[config.mk]
export PLATFORM = sky130hd
export DESIGN_NAME = ubi_irq_gen
export DESIGN_NICKNAME = d
export VERILOG_FILES = /design/src/common/ubi_pkg.sv /design/src/ubi_irq_gen.sv
export VERILOG_INCLUDE_DIRS = /design/src /design/src/common
export SDC_FILE = /design/constraint.sdc
export NUM_CORES = 1
export LEC_CHECK = 0
export BUFFER_PORTS_ARGS = -buffer_cell sky130_fd_sc_hd__buf_4
export CAP_MARGIN = 20
export CORE_AREA = 2 2 76 78
export CTS_CLUSTER_DIAMETER = 40
export DETAILED_ROUTE_END_ITERATION = 10
export DIE_AREA = 0 0 78 80
export GPL_TIMING_DRIVEN = 0
export HOLD_SLACK_MARGIN = 0.05
export PLACE_DENSITY = 0.82
export REMOVE_ABC_BUFFERS = 1
export SYNTH_ARGS = -nofsm -noshare
export SYNTH_HDL_FRONTEND = slang
export SYNTH_SLANG_ARGS = --single-unit
[constraint.sdc]
create_clock -name clk_in -period 6.3 [get_ports clk_in]
set_input_delay 0.315 -clock clk_in [delete_from_list [all_inputs] [get_ports clk_in]]
set_output_delay 0.315 -clock clk_in [all_outputs]
set_load 0.01 [all_outputs]
[src/common/ubi_defs.svh]
`ifndef UBI_DEFS_SVH
`define UBI_DEFS_SVH
// register byte offsets
`define UBI_OFS_CTRL      4'h0
`define UBI_OFS_STATUS    4'h4
`define UBI_OFS_IRQ_EN    4'h8
`define UBI_OFS_IRQ_CLR   4'hC
// control field positions
`define UBI_RX_SEL_LSB    6
`define UBI_TX_SEL_LSB    14
// status / flag bit positions
`define UBI_BIT_TX_IRQ    0
`define UBI_BIT_RX_IRQ    1
// reset values
`define UBI_CTRL_RST      32'h0000_0000
`define UBI_IRQ_EN_RST    2'h0
`endif

[src/common/ubi_pkg.sv]
package ubi_pkg;
    // interrupt select encodings shared by both directions
    typedef enum logic [1:0] {
        UBI_SEL_ONE  = 2'h0,
        UBI_SEL_SEC  = 2'h1,
        UBI_SEL_THD  = 2'h2,
        UBI_SEL_RSV  = 2'h3
    } ubi_sel_t;
endpackage

[src/ubi_irq_gen.sv]
// The register offsets and register access over Avalon-MM were decided locally.
`timescale 1ns/1ps
`include "ubi_defs.svh"
// Contract
// - tx select 0: irq while one slot empty
// - rx select 0: irq while exactly one character
// - tx select 1: pulse when all shifted out
// - tx select 2: pulse when tx buffer empties
// - rx select 1: irq only at exactly half
// - rx select 2: irq only at three-quarters
module ubi_irq_gen #(
    parameter int DEPTH = 8,
    parameter int CW    = 4
) (
    // clock and reset
    input  wire logic          clk_in,
    input  wire logic          arst_n_in,
    // avalon-mm slave
    input  wire logic [3:0]    avs_address_in,
    input  wire logic          avs_read_in,
    input  wire logic          avs_write_in,
    input  wire logic [31:0]   avs_writedata_in,
    input  wire logic [3:0]    avs_byteenable_in,
    output logic      [31:0]   avs_readdata_out,
    output logic               avs_waitrequest_out,
    // buffer state from the serial core, same clock
    input  wire logic [CW-1:0] tx_free_in,
    input  wire logic          tx_shift_idle_in,
    input  wire logic [CW-1:0] rx_count_in,
    // interrupt
    output logic               irq_out
);
    // reset synchroniser: asserts at once, releases two edges after the pin
    logic rst_meta_reg;                    // first stage, may settle late
    logic rst_n_reg;                       // released copy for the block
    // only the second stage reads the first stage
    always_ff @(posedge clk_in or negedge arst_n_in) begin
        if (!arst_n_in) begin
            rst_meta_reg <= 1'b0;
            rst_n_reg    <= 1'b0;
        end else begin
            rst_meta_reg <= 1'b1;
            rst_n_reg    <= rst_meta_reg;
        end
    end

    // registers
    logic [31:0] ctrl_reg,   ctrl_next;   // select fields
    logic [1:0]  flag_reg,   flag_next;   // sticky irq flags
    logic [1:0]  en_reg,     en_next;     // irq enables
    logic        ack_reg,    ack_next;    // bus answer phase
    logic [31:0] rdata_reg,  rdata_next;  // read data
    logic        tx_done_reg;             // previous all-sent level
    logic        tx_empty_reg;            // previous buffer-empty level

    // select fields decoded from the control word, one per direction
    ubi_pkg::ubi_sel_t tx_sel;             // transmit interrupt mode
    ubi_pkg::ubi_sel_t rx_sel;             // receive interrupt mode
    assign tx_sel = ubi_pkg::ubi_sel_t'(ctrl_reg[`UBI_TX_SEL_LSB +: 2]);
    assign rx_sel = ubi_pkg::ubi_sel_t'(ctrl_reg[`UBI_RX_SEL_LSB +: 2]);

    // buffer levels: every slot free means the buffer is empty, and the
    // shifter idle on top of that means every character has gone out
    logic tx_empty, tx_done;
    assign tx_empty = (tx_free_in == CW'(DEPTH));
    assign tx_done  = tx_empty && tx_shift_idle_in;

    // one wait cycle per access, answer on the second edge
    // acc marks the first cycle of a request, wr_hit the answer cycle;
    // a write lands only at the edge where waitrequest is low
    logic acc, wr_hit;
    assign acc    = (avs_read_in || avs_write_in) && !ack_reg;
    assign wr_hit = avs_write_in && ack_reg;
    assign avs_waitrequest_out = (avs_read_in || avs_write_in) && !ack_reg;
    assign avs_readdata_out    = rdata_reg;
    assign irq_out             = |(flag_reg & en_reg);

    // interrupt conditions per selected mode
    // level modes follow the buffer each cycle; edge modes fire once and
    // stay quiet after a clear while the condition persists
    logic tx_cond, rx_cond;
    always_comb begin
        case (tx_sel)
            ubi_pkg::UBI_SEL_ONE: tx_cond = (tx_free_in == CW'(1));
            ubi_pkg::UBI_SEL_SEC: tx_cond = tx_done && !tx_done_reg;
            ubi_pkg::UBI_SEL_THD: tx_cond = tx_empty && !tx_empty_reg;
            default:              tx_cond = 1'b0;
        endcase
        case (rx_sel)
            ubi_pkg::UBI_SEL_ONE: rx_cond = (rx_count_in == CW'(1));
            ubi_pkg::UBI_SEL_SEC:
                rx_cond = (rx_count_in == CW'(DEPTH / 2));
            ubi_pkg::UBI_SEL_THD:
                rx_cond = (rx_count_in == CW'(DEPTH * 3 / 4));
            default:              rx_cond = 1'b0;
        endcase
    end

    // register next values
    // bus writes first, then the hardware set terms are or-ed on top
    always_comb begin
        ctrl_next  = ctrl_reg;
        en_next    = en_reg;
        flag_next  = flag_reg;
        rdata_next = rdata_reg;
        ack_next   = acc;
        if (wr_hit && avs_byteenable_in == 4'hF) begin
            case (avs_address_in)
                `UBI_OFS_CTRL:    ctrl_next = avs_writedata_in;
                `UBI_OFS_IRQ_EN:  en_next   = avs_writedata_in[1:0];
                `UBI_OFS_IRQ_CLR:
                    flag_next = flag_reg & ~avs_writedata_in[1:0];
                default:          ctrl_next = ctrl_reg;
            endcase
        end
        // set beats clear
        flag_next[`UBI_BIT_TX_IRQ] = flag_next[`UBI_BIT_TX_IRQ] | tx_cond;
        flag_next[`UBI_BIT_RX_IRQ] = flag_next[`UBI_BIT_RX_IRQ] | rx_cond;
        // read data is caught in the wait cycle so it stands at the answer
        if (acc && avs_read_in) begin
            case (avs_address_in)
                `UBI_OFS_CTRL:   rdata_next = ctrl_reg;
                `UBI_OFS_STATUS: rdata_next = {30'h0, flag_reg};
                `UBI_OFS_IRQ_EN: rdata_next = {30'h0, en_reg};
                default:         rdata_next = 32'h0;
            endcase
        end
    end

    // state registers; edge history resets high so no edge-mode flag follows reset
    always_ff @(posedge clk_in or negedge rst_n_reg) begin
        if (!rst_n_reg) begin
            ctrl_reg     <= `UBI_CTRL_RST;
            en_reg       <= `UBI_IRQ_EN_RST;
            flag_reg     <= 2'h0;
            ack_reg      <= 1'b0;
            rdata_reg    <= 32'h0;
            tx_done_reg  <= 1'b1;
            tx_empty_reg <= 1'b1;
        end else begin
            ctrl_reg     <= ctrl_next;
            en_reg       <= en_next;
            flag_reg     <= flag_next;
            ack_reg      <= ack_next;
            rdata_reg    <= rdata_next;
            tx_done_reg  <= tx_done;
            tx_empty_reg <= tx_empty;
        end
    end

    // assertions: tx direction
    one_slot_tx_a: assert property (
        @(posedge clk_in) disable iff (!rst_n_reg)
        (tx_sel == ubi_pkg::UBI_SEL_ONE && tx_free_in == CW'(1))
        |=> flag_reg[0]) else $error("tx one-slot flag missing");
    many_slot_tx_a: assert property (
        @(posedge clk_in) disable iff (!rst_n_reg)
        (tx_sel == ubi_pkg::UBI_SEL_ONE && tx_free_in != CW'(1)
         && !flag_reg[0]) |=> !flag_reg[0])
        else $error("tx flag raised with several slots free");
    all_sent_a: assert property (
        @(posedge clk_in) disable iff (!rst_n_reg)
        (tx_sel == ubi_pkg::UBI_SEL_SEC && $past(tx_done) && tx_done
         && !flag_reg[0] && tx_free_in != CW'(1))
        |=> !flag_reg[0]) else $error("tx done re-raised");
    done_edge_a: assert property (
        @(posedge clk_in) disable iff (!rst_n_reg)
        (tx_sel == ubi_pkg::UBI_SEL_SEC && tx_done && !$past(tx_done))
        |=> flag_reg[0]) else $error("tx all-sent edge missed");
    empty_edge_a: assert property (
        @(posedge clk_in) disable iff (!rst_n_reg)
        (tx_sel == ubi_pkg::UBI_SEL_THD && tx_empty && !$past(tx_empty))
        |=> flag_reg[0]) else $error("tx empty edge missed");
    empty_stay_a: assert property (
        @(posedge clk_in) disable iff (!rst_n_reg)
        (tx_sel == ubi_pkg::UBI_SEL_THD && $past(tx_empty) && tx_empty
         && !flag_reg[0]) |=> !flag_reg[0])
        else $error("tx empty re-raised");
    // assertions: rx direction
    one_char_rx_a: assert property (
        @(posedge clk_in) disable iff (!rst_n_reg)
        (rx_sel == ubi_pkg::UBI_SEL_ONE && rx_count_in == CW'(1))
        |=> flag_reg[1]) else $error("rx one-char flag missing");
    many_char_rx_a: assert property (
        @(posedge clk_in) disable iff (!rst_n_reg)
        (rx_sel == ubi_pkg::UBI_SEL_ONE && rx_count_in != CW'(1)
         && !flag_reg[1]) |=> !flag_reg[1])
        else $error("rx flag raised with several chars");
    half_set_a: assert property (
        @(posedge clk_in) disable iff (!rst_n_reg)
        (rx_sel == ubi_pkg::UBI_SEL_SEC && rx_count_in == CW'(DEPTH / 2))
        |=> flag_reg[1]) else $error("rx half level missed");
    half_rx_a: assert property (
        @(posedge clk_in) disable iff (!rst_n_reg)
        (rx_sel == ubi_pkg::UBI_SEL_SEC && rx_count_in > CW'(DEPTH / 2)
         && !flag_reg[1]) |=> !flag_reg[1])
        else $error("rx over half raised");
    three_q_rx_a: assert property (
        @(posedge clk_in) disable iff (!rst_n_reg)
        (rx_sel == ubi_pkg::UBI_SEL_THD
         && rx_count_in == CW'(DEPTH * 3 / 4)) |=> flag_reg[1])
        else $error("rx three-quarter missed");
    over_three_q_a: assert property (
        @(posedge clk_in) disable iff (!rst_n_reg)
        (rx_sel == ubi_pkg::UBI_SEL_THD
         && rx_count_in > CW'(DEPTH * 3 / 4) && !flag_reg[1])
        |=> !flag_reg[1]) else $error("rx over three-quarter raised");
    // assertions: flags, interrupt line and bus answer
    flag_hold_a: assert property (
        @(posedge clk_in) disable iff (!rst_n_reg)
        (flag_reg[0] && !wr_hit) |=> flag_reg[0])
        else $error("tx flag dropped");
    rx_hold_a: assert property (
        @(posedge clk_in) disable iff (!rst_n_reg)
        (flag_reg[1] && !wr_hit) |=> flag_reg[1])
        else $error("rx flag dropped");
    irq_level_a: assert property (
        @(posedge clk_in) disable iff (!rst_n_reg)
        irq_out == |(flag_reg & en_reg)) else $error("irq mismatch");
    wait_one_a: assert property (
        @(posedge clk_in) disable iff (!rst_n_reg)
        avs_waitrequest_out |=> !avs_waitrequest_out)
        else $error("wait longer than one cycle");
    // cover points for the main scenarios
    done_edge_c: cover property (@(posedge clk_in) disable iff (!rst_n_reg)
        tx_sel == ubi_pkg::UBI_SEL_SEC && $rose(flag_reg[0]));
    tx_irq_c: cover property (@(posedge clk_in) disable iff (!rst_n_reg)
        $rose(flag_reg[0]));
    rx_irq_c: cover property (@(posedge clk_in) disable iff (!rst_n_reg)
        $rose(flag_reg[1]));
    clr_c: cover property (@(posedge clk_in) disable iff (!rst_n_reg)
        $fell(flag_reg[0]));
endmodule
### After elaboration in Yosys (flattened, before gate mapping)

Cells that the tools add are included.

* register bits: 73
* bits of input ports: 53
* output and inout port bits: 34
* word-level logic and storage cells: 49

* eq/ne operators: 13
* mux-type cells: 5
* bitwise gates (word level): 5
* reduce and logical (&&, ||, !) cells: 17

Operator list (count)
* 32-bit case mux with 3 select lines: 1
* 4-bit equality test (second input constant): 4
* 4-bit by 3-bit equality test with 1-bit output (second input constant): 3
* 4-bit by 1-bit equality test with 1-bit output (second input constant): 2
* 1-bit logical AND: 7
* 1-bit case mux with 3 select lines: 2
* 2-bit bitwise AND: 2
* 2-bit by 1-bit equality test with 1-bit output (second input constant): 2
* 2-bit equality test (second input constant): 2
* 2-bit logical NOT: 2
* 4-bit logical NOT: 1
* 2-bit two-way mux: 2
* 2-bit AND reduction: 2
* 1-bit logical NOT: 3
* 2-bit inverter: 1
* 1-bit OR: 2
* 2-bit OR reduction: 1
* 1-bit logical OR: 1

### Depth between registers and ports, before layout

* depth after elaboration: 5
* gate-level depth with buffers: 5
* gate-level depth less buffers: 5

### Worst setup path before layout

Ideal clock, no wire load.

* path kind: input to register
* start point: in avs_address_in[1]
* end point: reg ctrl_reg[10]
* setup time: 0.125 ns
* data arrival time: 1.592 ns
* required time: 6.175 ns
* path slack: 4.583 ns
* cell stages on the path: 4
* buffers on the path: 1
* path through: or4_4 -> nor3_4 -> buf_6 -> mux2_2

* word-level cells in the longest chain between the ends: 2

RTL lines
* from (decl): line ubi_irq_gen.sv:19 `input wire logic [3:0] avs_address_in,`
* 4-bit logical NOT: line ubi_irq_gen.sv:108 `case (avs_address_in)`
* 2-bit AND reduction (no source line)
* to (signal assigned): line ubi_irq_gen.sv:133 `` ctrl_reg <= `UBI_CTRL_RST; ``
* to (signal assigned): line ubi_irq_gen.sv:141 `ctrl_reg <= ctrl_next;`
* to (decl): line ubi_irq_gen.sv:48 `logic [31:0] ctrl_reg, ctrl_next;`

Every way passes these cells.
A chain may end at the register's enable or synchronous reset.

### Worst setup path in the final report

* start point: reg ack_reg
* end point: reg ctrl_reg[17]

* word-level cells in the longest chain between the ends: 3

RTL lines
* from (decl): line ubi_irq_gen.sv:51 `logic ack_reg, ack_next;`
* from (signal assigned): line ubi_irq_gen.sv:144 `ack_reg <= ack_next;`
* 1-bit logical AND: line ubi_irq_gen.sv:73 `assign wr_hit = avs_write_in && ack_reg;`
* 1-bit logical AND: line ubi_irq_gen.sv:107 `if (wr_hit && avs_byteenable_in == 4'hF) begin`
* 2-bit AND reduction (no source line)

Every way passes these cells.

==> flow_metrics.py <==
metrics = {
    "critical_path": {
        "worst-path-max-fanout": 20,
        "rr_endpoint": "ctrl_reg[17]",
        "worstPathRequired_ns": 6.52,
        "reg2reg_slack_ns": 4.29,
        "worstPathArrival_ns": 2.23,
        "critPathLaunchType": "flip-flop",
        "worstSetupPathType": "reg -> reg",
        "timing.rr.start": "ack_reg",
        "r2r_cells": 4,
        "cp-end-kind": "flip-flop",
    },
    "power": {
        "power-per-cell-area_nw_per_um2": 245.3,
        "switching_power_mw": 0.2015,
        "sw_frac_of_total_pct": 21.47,
        "p_int_mw": 0.7368,
        "ir_worst_vdd_uv": 181.0,
        "p_leak_nw": 1.966,
        "share_comb_of_total_power_pct": 6.3,
        "clkPwrFrac_pct": 41.3,
        "seqPwrFrac_pct": 52.3,
    },
    "die": {
        "die_x_um": 78,
        "num_rows": 27,
        "start_util_pct": 52.59,
        "pin_count": 87,
        "dieArea_um2": 6240,
        "die_height_um": 80,
        "coreArea_um2": 5405,
    },
    "timing": {
        "fin_crit_ns": 2.012,
        "rsz0062_at_grt": "false",
        "setup_viol": 0,
        "worstMarginPinSlew_ns": 0.8792,
        "setup_tns_ns": 0,
        "fin_crit_sh_pct": 31.93,
        "clock_skew_ns": 0.006857,
        "slew_viol_final": 0,
        "hold_violations": 0,
        "slew_headroom_pct": 41.38,
        "fmax_mhz": 497.1,
    },
    "synthesis": {
        "yosys.area.top_type": "dfrtp_1",
        "synth_area_leaders": "dfrtp_1 63%, mux2_2 13%, a22o_1 10%",
        "seq_area_frac_synth_pct": 64.35,
        "ys.flop_type": "dfrtp_1",
        "ys_async_sr_fraction_pct": 100.0,
        "yosysWarnings": 0,
        "yosys.cell_count.top_type": "dfrtp_1",
        "syn_area_um2": 2843,
        "syn_inst": 192,
        "synth_top_area_share_pct": 62.50,
        "synth_cell_types": 32,
        "avgSynthCellArea_um2": 14.81,
        "synth-seq-cells": 73,
        "synthTopCellsByCount": "71 x dfrtp_1, 34 x a22o_1, 32 x mux2_2",
        "synth_edf_count": 0,
    },
    "drt": {
        "wl_per_cell_um": 16.20,
        "firstDrtPassIters": 4,
        "drtAntennaViolNets": 0,
        "drc": 0,
        "vias_per_cell": 5.325,
        "drt_iter0_markers": 83,
        "wl_mm": 5.831,
        "num_vias": 1917,
    },
    "place": {
        "io_buffers": 86,
        "dp_cells": 343,
        "globalplace.congestion": 0.7375,
        "dpl-instance-area_um2": 3603,
        "hpwl_mm": 4.146,
    },
    "clock_tree": {
        "ctsResizeCount": 0,
        "clockBufferDepth": 2,
        "htreeDepth": 3,
        "clkTransAtPathRegs_ns": 0.07,
        "cts_num_sinks": 73,
        "holdBufCountCts": 1,
        "cts-root-buf": "clkbuf_8",
        "cts_tree": "yes",
        "clkLatencyLatePin_ns": 0.34,
        "cts_made_buffers": 9,
        "cts_setup_buffers": 0,
    },
    "hold_path": {
        "whs_endpoint": "tx_empty_reg",
        "min_path_cells": 2,
        "hp-class": "in -> reg",
        "worstHoldStart": "tx_free_in[1]",
    },
    "global_route": {
        "busiest_layer": "met2",
        "use_met3_pct": 7.127,
        "grt_pass1_wl_mm": 9.680,
        "grt_usage_pct": 20.57,
        "grt_pass1_vias": 2122,
        "grt-ovfl-total": 0,
        "met2_usage_pct": 34.48,
        "grt_start_max_net_pins": 72,
        "antenna_found_initial": 0,
        "grt_use_met1_pct": 23.49,
    },
    "final_layout": {
        "nets": 338,
        "diodes": 0,
        "design_area_um2": 3825,
        "area_delta_synth_final_pct": 34.55,
        "final_util_pct": 70.76,
        "drive_gt1_share_pct": 49.31,
        "fin_cells": 360,
    },
    "job": {
        "cap_violations": 0,
    },
    "run_status": {
        "outcome": "finished, final reports clean",
    },
}
-- final cells by class --
type,instances,area (µm²)
repair buffers,90,738.2
clock inverters,5,80.08
flip-flops and latches,73,1833
well taps,72,90.09
inverters,2,7.507
fillers,390,1580
clock buffers,11,131.4
multi-input cells,107,944.7
-- power by group through the flow --
stage | combinational, mW | sequential [mW] | clock, mW
6_report | 0.0595 | 0.491 | 0.388
2_1_floorplan | 0.0190 | 0.497 | 0
3_3_place_gp | 0.0529 | 0.500 | 0
4_1_cts | 0.0599 | 0.492 | 0.401
5_1_grt | 0.0647 | 0.494 | 0.417
3_5_place_dp | 0.0591 | 0.501 | 0
-- stage by stage --
| stage | hold slack (ns) | setup slack [ns] | total power, mW |
|---|---|---|---|
| detailed placement | 0.1028 | 3.948 | 0.5601 |
| global route | 0.1227 | 4.099 | 0.9762 |
| global placement | 0.09706 | 2.837 | 0.5528 |
| floorplan | 0.01941 | 3.954 | 0.5164 |
| CTS | 0.1114 | 4.243 | 0.9522 |
| finish | 0.1360 | 4.288 | 0.9383 |
-- logic make-up after synthesis --
group                    share of synthesized area [%]
AO/OA/AOI/OAI                                    11.49
other                                           0.1319
buffers and inverters                            2.509
flip-flops                                       64.35
XOR/XNOR                                        0.3082
adder cells (fa/ha/maj)                         0.8801
multiplexers                                     14.17
AND/OR/NAND/NOR                                  6.162
-- layout by cell type, fill, tap and decap left out, types with 3 or more instances in the layout --
master     n
buf_4     86
dfrtp_1   70
a22o_1    34
mux2_2    32
clkbuf_8   9
nor2_1     4
nand2_1    4
o21ai_0    3
buf_16     3
-- routing by layer --
| layer | up-vias | routed length [µm] |
|---|---|---|
| li1 | 890 | - |
| met2 | 56 | 2932 |
| met1 | 962 | 2415 |
| met3 | 9 | 382 |
| met4 | 0 | 101 |
| met5 | - | 0 |
-- worst max-delay path by stage --
stage	cells after the start	end	slack (ns)	from
floorplan	3	avs_readdata_out[10]	3.95	ack_reg
global route	4	ctrl_reg[26]	4.10	ack_reg
CTS	4	ctrl_reg[2]	4.24	ack_reg
detailed placement	5	ctrl_reg[2]	3.95	avs_address_in[1]
finish	4	ctrl_reg[17]	4.29	ack_reg
global placement	3	avs_readdata_out[6]	2.84	ack_reg
-- worst max-delay path, stage by stage (launching register included) --
cell and delay, ns:
dfrtp_1 0.37, nand4_1 0.23, nor3_4 0.69, buf_16 0.25
mux2_2 0.35
Power figures use the tool's default switching activity.
